$ cat src/rtl/bsnl_pkg.sv
// Package: constants and types for the bank select nibble load decoder
package bsnl_pkg;

  // ----------------------------------------------------------------
  // Opcode fields
  // ----------------------------------------------------------------
  localparam logic [6:0] BSNL_OP_HIGH_PFX = 7'h5D;  // 1011 101x, upper 7 bits
  localparam logic [7:0] BSNL_OP_LOW_PFX  = 8'hB8;  // 1011 1000
  localparam int         BSNL_K_HIGH_MSB  = 7;      // High load literal field
  localparam int         BSNL_K_HIGH_LSB  = 4;
  localparam int         BSNL_K_LOW_MSB   = 3;      // Low load literal field
  localparam int         BSNL_K_LOW_LSB   = 0;

  // ----------------------------------------------------------------
  // Reset values
  // ----------------------------------------------------------------
  localparam logic [7:0]  BSNL_BANK_RST  = 8'h00;
  localparam logic [15:0] BSNL_INSTR_RST = 16'h0000;

  // Q phase sequencer, Gray coded along Q1..Q4
  typedef enum logic [1:0]
  {
    BSNL_Q1 = 2'b00,
    BSNL_Q2 = 2'b01,
    BSNL_Q3 = 2'b11,
    BSNL_Q4 = 2'b10
  } bsnl_phase_type;

  // Fetched instruction word with its valid strobe
  typedef struct packed
  {
    logic        valid;
    logic [15:0] word;
  } bsnl_instr_type;

endpackage

$ cat src/rtl/bsnl_decoder.sv
// Decoder and executor for the bank select register nibble loads
// Function
// [RL1] Upper nibble load decodes by prefix 1011 101x, literal in bits 7:4.
// [RL2] Upper nibble load copies its 4-bit literal into bank bits 7:4.
// [RL3] Upper nibble load keeps bank bits 3:0 and touches no status flags.
// [RL4] Reduced variant build omits the upper nibble load decode entirely.
// [RL5] Lower nibble load writes only bank bits 3:0, upper half kept.
// [RL6] Either load takes one cycle: decode, read, execute, write in Q1..Q4.
`timescale 1ns/1ps

module bsnl_decoder
  import bsnl_pkg::*;
#(
  parameter bit HAS_HIGH_LOAD = 1'b1
)
(
  input  wire logic           mclk,
  input  wire logic           arst_n,
  input  wire bsnl_instr_type instr,
  output logic                q1_strobe,
  output logic [7:0]          bank_select_reg,
  output logic                load_done
);

  // ----------------------------------------------------------------
  // Q phase sequencer
  // ----------------------------------------------------------------
  bsnl_phase_type phase_q;
  bsnl_phase_type phase_d;

  // Free running four-phase instruction cycle
  always_comb
  begin
    case (phase_q)
      BSNL_Q1: phase_d = BSNL_Q2;
      BSNL_Q2: phase_d = BSNL_Q3;
      BSNL_Q3: phase_d = BSNL_Q4;
      BSNL_Q4: phase_d = BSNL_Q1;
      default: phase_d = BSNL_Q1;
    endcase
  end

  // Reset parks the sequencer in Q1 so the first edge after release decodes
  always_ff @(posedge mclk or negedge arst_n)
  begin
    if (!arst_n)
      phase_q <= BSNL_Q1;
    else
      phase_q <= phase_d;
  end

  // Tells the fetch side which edge takes the next word
  assign q1_strobe = (phase_q == BSNL_Q1);

  // ----------------------------------------------------------------
  // Decode in Q1
  // ----------------------------------------------------------------
  // Word and decode are held for the rest of the instruction cycle
  logic [15:0] instr_q;
  logic        is_high_q;
  logic        is_low_q;
  logic [3:0]  lit_q;
  logic [3:0]  lit_d;
  wire         dec_high;
  wire         dec_low;

  // Low bit of the high prefix is don't care; literal bits of the low field
  // are never looked at so a nonzero u field still decodes.
  assign dec_high = HAS_HIGH_LOAD && instr.valid
                    && (instr.word[15:9] == BSNL_OP_HIGH_PFX);  // RL1 RL4
  assign dec_low  = instr.valid && (instr.word[15:8] == BSNL_OP_LOW_PFX);

  // Capture the word and its decode at Q1 only
  always_ff @(posedge mclk or negedge arst_n)
  begin
    if (!arst_n)
    begin
      instr_q   <= BSNL_INSTR_RST;
      is_high_q <= 1'b0;
      is_low_q  <= 1'b0;
    end
    else if (phase_q == BSNL_Q1)
    begin
      instr_q   <= instr.word;
      is_high_q <= dec_high;  // RL6
      is_low_q  <= dec_low;
    end
  end

  // ----------------------------------------------------------------
  // Literal read in Q2
  // ----------------------------------------------------------------
  assign lit_d = is_high_q ? instr_q[BSNL_K_HIGH_MSB:BSNL_K_HIGH_LSB]   // RL1
                           : instr_q[BSNL_K_LOW_MSB:BSNL_K_LOW_LSB];

  // Literal latched once per cycle, in Q2 only
  always_ff @(posedge mclk or negedge arst_n)
  begin
    if (!arst_n)
      lit_q <= 4'h0;
    else if (phase_q == BSNL_Q2)
      lit_q <= lit_d;  // RL6
  end

  // ----------------------------------------------------------------
  // Execute in Q3, write in Q4
  // ----------------------------------------------------------------
  // Staged merge result, so the visible register moves only at Q4
  logic [7:0] bank_q;
  logic [7:0] bank_exec_q;
  logic [7:0] bank_exec_d;
  logic       done_q;

  // Merge chooses the nibble; the other half always comes from the register
  assign bank_exec_d = is_high_q ? {lit_q, bank_q[3:0]}   // RL2 RL3
                     : is_low_q  ? {bank_q[7:4], lit_q}   // RL5
                     : bank_q;

  always_ff @(posedge mclk or negedge arst_n)
  begin
    if (!arst_n)
      bank_exec_q <= BSNL_BANK_RST;
    else if (phase_q == BSNL_Q3)
      bank_exec_q <= bank_exec_d;
  end

  // Commit at Q4 end; no status flags exist here to be disturbed
  always_ff @(posedge mclk or negedge arst_n)
  begin
    if (!arst_n)
    begin
      bank_q <= BSNL_BANK_RST;
      done_q <= 1'b0;
    end
    else
    begin
      done_q <= (phase_q == BSNL_Q4) && (is_high_q || is_low_q);
      if (phase_q == BSNL_Q4)
        bank_q <= bank_exec_q;  // RL6 RL3
    end
  end

  // Both outputs come straight from flops
  assign bank_select_reg = bank_q;
  assign load_done       = done_q;

  // ----------------------------------------------------------------
  // Checks
  // ----------------------------------------------------------------
  // The release edge still samples the parked Q1 phase; an idle word there
  // keeps the take-anchored checks true, so no extra mask is needed
  // Upper load: literal lands in 7:4 while 3:0 keeps its old value
  property p_high_load;
    @(posedge mclk) disable iff (!arst_n)
      (q1_strobe && instr.valid && instr.word[15:9] == BSNL_OP_HIGH_PFX && HAS_HIGH_LOAD)
      |-> ##4 (bank_select_reg[7:4] == $past(instr.word[7:4], 4))
              && (bank_select_reg[3:0] == $past(bank_select_reg[3:0], 4));
  endproperty
  a_high_load: assert property (p_high_load) else $error("high nibble load wrong");  // RL2

  // Lower load: literal lands in 3:0 and the upper half is carried over
  property p_low_load;
    @(posedge mclk) disable iff (!arst_n)
      (q1_strobe && instr.valid && instr.word[15:8] == BSNL_OP_LOW_PFX)
      |-> ##4 (bank_select_reg == {$past(bank_select_reg[7:4], 4), $past(instr.word[3:0], 4)});
  endproperty
  a_low_load: assert property (p_low_load) else $error("low nibble load wrong");  // RL5

  // Reduced build must never even latch an upper nibble decode
  property p_no_variant;
    @(posedge mclk) disable iff (!arst_n)
      !HAS_HIGH_LOAD |-> !is_high_q;
  endproperty
  a_no_variant: assert property (p_no_variant) else $error("high load decoded on reduced build");  // RL4

  // Bank only moves at the Q4 commit, seen at the following Q1 sample
  property p_stable_mid;
    @(posedge mclk) disable iff (!arst_n)
      !(phase_q == BSNL_Q1) |-> $stable(bank_select_reg);
  endproperty
  a_stable_mid: assert property (p_stable_mid) else $error("bank changed outside Q4 write");  // RL6

  // Completion is a single pulse lined up with Q1
  property p_done_pulse;
    @(posedge mclk) disable iff (!arst_n)
      load_done |-> q1_strobe ##1 !load_done [*3];
  endproperty
  a_done_pulse: assert property (p_done_pulse) else $error("done not once per cycle");  // RL6

  // Anything but an accepted load leaves the bank alone; on the reduced
  // build this covers the refused upper nibble load as well
  property p_other_op;
    @(posedge mclk) disable iff (!arst_n)
      (q1_strobe && !(instr.valid && ((HAS_HIGH_LOAD && instr.word[15:9] == BSNL_OP_HIGH_PFX)
                                      || instr.word[15:8] == BSNL_OP_LOW_PFX)))
      |-> ##4 $stable(bank_select_reg);
  endproperty
  a_other_op: assert property (p_other_op) else $error("bank changed by other opcode");  // RL1 RL4

  // Q1 returns every fourth edge once the sequencer has left it
  property p_q1_cadence;
    @(posedge mclk) disable iff (!arst_n)
      (q1_strobe ##1 !q1_strobe) |-> ##1 !q1_strobe [*2] ##1 q1_strobe;
  endproperty
  a_q1_cadence: assert property (p_q1_cadence) else $error("Q1 phase cadence broken");  // RL6

  // An accepted load flags completion in the cycle after its Q4 commit
  property p_done_on_load;
    @(posedge mclk) disable iff (!arst_n)
      (q1_strobe && instr.valid && ((HAS_HIGH_LOAD && instr.word[15:9] == BSNL_OP_HIGH_PFX)
                                    || instr.word[15:8] == BSNL_OP_LOW_PFX))
      |-> ##4 load_done;
  endproperty
  a_done_on_load: assert property (p_done_on_load) else $error("load finished without done");  // RL6

  // Refused or foreign words never raise the completion flag
  property p_no_done_other;
    @(posedge mclk) disable iff (!arst_n)
      (q1_strobe && !(instr.valid && ((HAS_HIGH_LOAD && instr.word[15:9] == BSNL_OP_HIGH_PFX)
                                      || instr.word[15:8] == BSNL_OP_LOW_PFX)))
      |-> ##4 !load_done;
  endproperty
  a_no_done_other: assert property (p_no_done_other) else $error("done raised without a load");  // RL4

endmodule

$ cat config.mk
export PLATFORM = sky130hd
export DESIGN_NAME = bsnl_decoder
export DESIGN_NICKNAME = d
export VERILOG_FILES = /design/src/rtl/bsnl_pkg.sv /design/src/rtl/bsnl_decoder.sv
export SDC_FILE = /design/constraint.sdc
export NUM_CORES = 1
export LEC_CHECK = 0
export ABC_AREA = 1
export BUFFER_PORTS_ARGS = -buffer_cell sky130_fd_sc_hd__buf_4
export CAP_MARGIN = 20
export CELL_PAD_IN_SITES_DETAIL_PLACEMENT = 1
export CELL_PAD_IN_SITES_GLOBAL_PLACEMENT = 1
export CORE_MARGIN = 2
export CORE_UTILIZATION = 42
export DETAILED_ROUTE_END_ITERATION = 8
export PLACE_DENSITY_LB_ADDON = 0.1
export REMOVE_ABC_BUFFERS = 1
export SLEW_MARGIN = 25
export SYNTH_ARGS = -nofsm -noshare
export SYNTH_HDL_FRONTEND = slang
export SYNTH_SLANG_ARGS = --single-unit
$ cat constraint.sdc
create_clock -name mclk -period 1.92 [get_ports mclk]
set_clock_uncertainty 0.15 [all_clocks]
set_input_delay 0.192 -clock mclk [delete_from_list [all_inputs] [get_ports mclk]]
set_output_delay 0.192 -clock mclk [all_outputs]
set_load 0.02 [all_outputs]
# After elaboration in Yosys (flattened, before gate mapping)
# Cells that the tools add are included.
[totals]
ff_bits = 33
latchBits = 0
ram_bits = 0
romBits = 0
in_bits = 19
memories = 0
[op_classes]
n_addsub = 0
n_mul = 0
div = 0
n_lt_le_gt_ge = 0
eq_ne = 5
shifts = 0
mux = 4
bitwise = 0
n_reduce_logical = 5
[op_table]
columns = ["cell", "count"]
rows = [
  ["8-bit == test (second input constant)", 1],
  ["4-bit two-way mux", 2],
  ["8-bit two-way mux", 1],
  ["2-bit case mux with 4 select lines", 1],
  ["7-bit == test (second input constant)", 1],
  ["2-bit == test (second input constant)", 2],
  ["1-bit logical AND", 3],
  ["2-bit by 1-bit == test with 1-bit output (second input constant)", 1],
  ["2-bit logical NOT", 1],
  ["1-bit logical OR", 1],
]

# Depth between registers and ports, before layout
[depth]
ltp_word = 2
depth_mapped = 7

# Worst setup path after synthesis
# Ideal clock, no wire load.
[synth_timing]
path_type = "flip-flop to flip-flop"
from = "reg phase_q[1]"
to = "reg instr_q[3]"
setup_time_ns = 0.074
t_arrival_ns = 0.954
path_slack_ns = 0.742
stages_incl_launch_ff = 8
n_path_buf = 2
period_less_slack_ns = 1.178
path_cell_list = "dfrtp_1 -> buf_6 -> inv_4 -> nand2_4 -> inv_4 -> buf_6 -> nand2_1 -> o21ai_2"
[synth_between]
elab_chain_len = 1
[synth_rtl]
columns = ["element", "line", "rtl"]
rows = [
  ["from (decl)", "bsnl_decoder.sv:28", "bsnl_phase_type phase_q;"],
  ["from (signal assigned)", "bsnl_decoder.sv:49", "phase_q <= phase_d;"],
  ["2-bit logical NOT", "-", ""],
  ["via q1_strobe", "bsnl_decoder.sv:20", "output logic q1_strobe,"],
  ["to (signal assigned)", "bsnl_decoder.sv:84", "instr_q <= instr.word;"],
  ["to (decl)", "bsnl_decoder.sv:59", "logic [15:0] instr_q;"],
]
# The timed path passes the listed nets, and every way through them passes these cells.
# A chain may end at the register's enable or synchronous reset.

# Worst setup path after layout
[layout_timing]
from = "reg phase_q[1]"
to = "out q1_strobe"
[layout_between]
elab_chain_len = 1
[layout_rtl]
columns = ["element", "line", "rtl"]
rows = [
  ["2-bit logical NOT", "bsnl_decoder.sv:53", "assign q1_strobe = (phase_q == BSNL_Q1);"],
  ["to (decl)", "bsnl_decoder.sv:20", ""],
]
# Every way passes these cells.

==> reports/qor.txt <==
Status - finished clean
# IOs - 29
Core region area - 3340 sq um
CP most frequent cell - inv_4
Die W - 63.2 um
Max stage delay on crit path - 0.63 ns
Total Routed Length - 3310 um
ANT nets after route - 0
Post-route DRC violation count - 0
Critical R2R Launch - is_high_q$_DFFE_PN0P_
VDD IR-drop max - 0.351 mV
Final Critical Period - 1.79 ns
Unrepaired setup endpoints after global routing - false
Setup Viol. Count Final - 0
Root Buffer Master - clkbuf_4
Clock-pin transition on the worst setup and hold timing paths - 0.10 ns
WS Path Type - reg2out
Clock tree buffer depth - 2
Number of global-route vias before repair - 1357
Register area share after synthesis - 0.562
Crit share post-route - 0.934
Min-Delay Endpoint - is_low_q$_DFFE_PN0P_
Postcts setup bufs - 0
CTS H-tree depth - 2
Hold path start - instr[8]
Pwr Density - 654 nW/um^2
Setup TNS - 0 ns
Reg2reg end - bank_exec_q[1]$_DFFE_PN0N_
Peak Freq - 0.558 GHz
Largest net degree at the start of global routing - 34
Yosys warning count - 0
Vias per inst - 4.83
Max-cap violations - 0
Setup crit end kind - output pin
Critical Path RT - 1.58 ns
Worst skew pair latency - 0.34 ns
WL/cell - 12.7 um
Die area - 3990 sq um
IO Port Bufs - 28
GP Congestion - 0.828
CTS tree - done
Die Ht - 63.2 um
Starting DRC count in detailed routing - 57
Max-slew violation count - 0
Hold path cells - 6
Routed vias - 1255
# diodes - 0
CP max FO - 13
Initial antenna violation count - 0
Post-Route Utilization - 0.550
Final net count - 232
# rows - 21
Global-route wire length before repair - 6130 um
Clk sinks - 33
Worst-margin pin slew - 0.452 ns
Synth Register Bits - 33
Relative slew slack - 0.698
Netlist cell types - 18
CP arrival - 1.45 ns
GRT overflow - 0
HPWL Detailed - 2420 um
Cell area after synthesis - 1470 sq um
Hold Crit Class - in2reg
Initial core utilization - 0.441
Layout cell share with drive strength beyond 1 - 0.210
Synth-to-Final Area Change - 24.8%
Static Leak - 1.02 nW
CP cell instances - inv_4, nand2_4, inv_4, buf_4
R2R Setup Slk - 0.38 ns
Share of the synthesized area in the top cell type - 0.562
Final hold vios - 0
# hold bufs at CTS - 9
Post-synth top area cell - dfrtp_1
Post-synthesis average cell area - 8.45 sq um
Total GRT Usage - 0.201
Synth Instances - 174
Worst path slowest cell - dfrtp_1
R2R depth - 5
Post-CTS sizing - 0
Synth area leaders - dfrtp_1, nand2_1, inv_1
Launching element type of the critical path - register
Total CTS buffers - 5
Final hold slack - 0.0258 ns
1st-pass router iterations - 4
-- worst max-delay path, delay by kind of cell (launching register included) --
family | cells | cell delay [ns]
buffers and inverters | 3 | 0.33
and+or+nand+nor | 1 | 0.15
DFF | 1 | 0.63
-- cell usage in the layout (no fill, tap or decap), drive strengths merged --
cell type	Yosys	routed
a21oi	13	13
buf	4	28
clkbuf	1	8
clkinv	1	1
dfrtp	33	33
dlygate4sd3	0	9
inv	22	22
nand2	64	64
nand3	10	10
nor2	16	16
o21ai	8	8
o22ai	2	2
-- worst max-delay path by stage --
stage	startpoint	to	slack [ns]	cells past startpoint
floorplan	is_high_q$_DFFE_PN0P_	bank_exec_q[0]$_DFFE_PN0N_	0.64	5
global placement	is_high_q$_DFFE_PN0P_	bank_exec_q[0]$_DFFE_PN0N_	0.49	5
detailed placement	is_high_q$_DFFE_PN0P_	bank_exec_q[2]$_DFFE_PN0N_	0.38	5
CTS	phase_q[1]$_DFF_PN0_	q1_strobe	0.09	4
global route	phase_q[1]$_DFF_PN0_	q1_strobe	0.03	4
finish	phase_q[1]$_DFF_PN0_	q1_strobe	0.13	4
-- cells in the mapped netlist, drive strengths merged --
master / n
buf: 4
o22ai: 2
clkbuf: 1
nand2: 64
o21ai: 8
a21oi: 13
nand3: 10
inv: 22
clkinv: 1
nor2: 16
dfrtp: 33
-- layer usage --
| layer | wire (um) | vias up | GRT usage |
|---|---|---|---|
| li1 | - | 610 | - |
| met1 | 1310 | 607 | 0.206 |
| met2 | 1740 | 28 | 0.368 |
| met3 | 161 | 10 | 0.0625 |
| met4 | 91 | 0 | 0.0972 |
| met5 | 0 | - | 0 |
-- cell type report --
type	instances	area (sq um)
fill	406	1500
sequential	33	826
multi-input combinational	113	508
timing repair buffer	37	300
inverter	23	93.8
tap	46	57.6
clock buffer	8	48.8
-- cells by family (layout without fill, tap and decap cells) --
family                 after synthesis  in the layout  share of synthesized area
DFF                                 33             33                      0.562
AOI/OAI and AO/OA                   23             23                     0.0902
and+or+nand+nor                     90             90                      0.255
buffers and inverters               28             68                     0.0928
-- through the flow --
step | worst slack, ns | instances | power, W | instance area, sq um
floorplan | 0.641 | 169 | 0.000770 | 1430
global placement | 0.494 | 243 | 0.000822 | 1700
detailed placement | 0.385 | 243 | 0.000827 | 1700
CTS | 0.0854 | 260 | 0.00121 | 1830
global route | 0.0256 | 260 | 0.00126 | 1830
finish | 0.126 | 260 | 0.00120 | 1830
-- power by group --
group | switching, W | internal, W
logic | 0.0000474 | 0.0000533
clock network | 0.000228 | 0.000146
registers | 0.0000108 | 0.000715
total | 0.000287 | 0.000914
(Power assumes the default switching activity.)
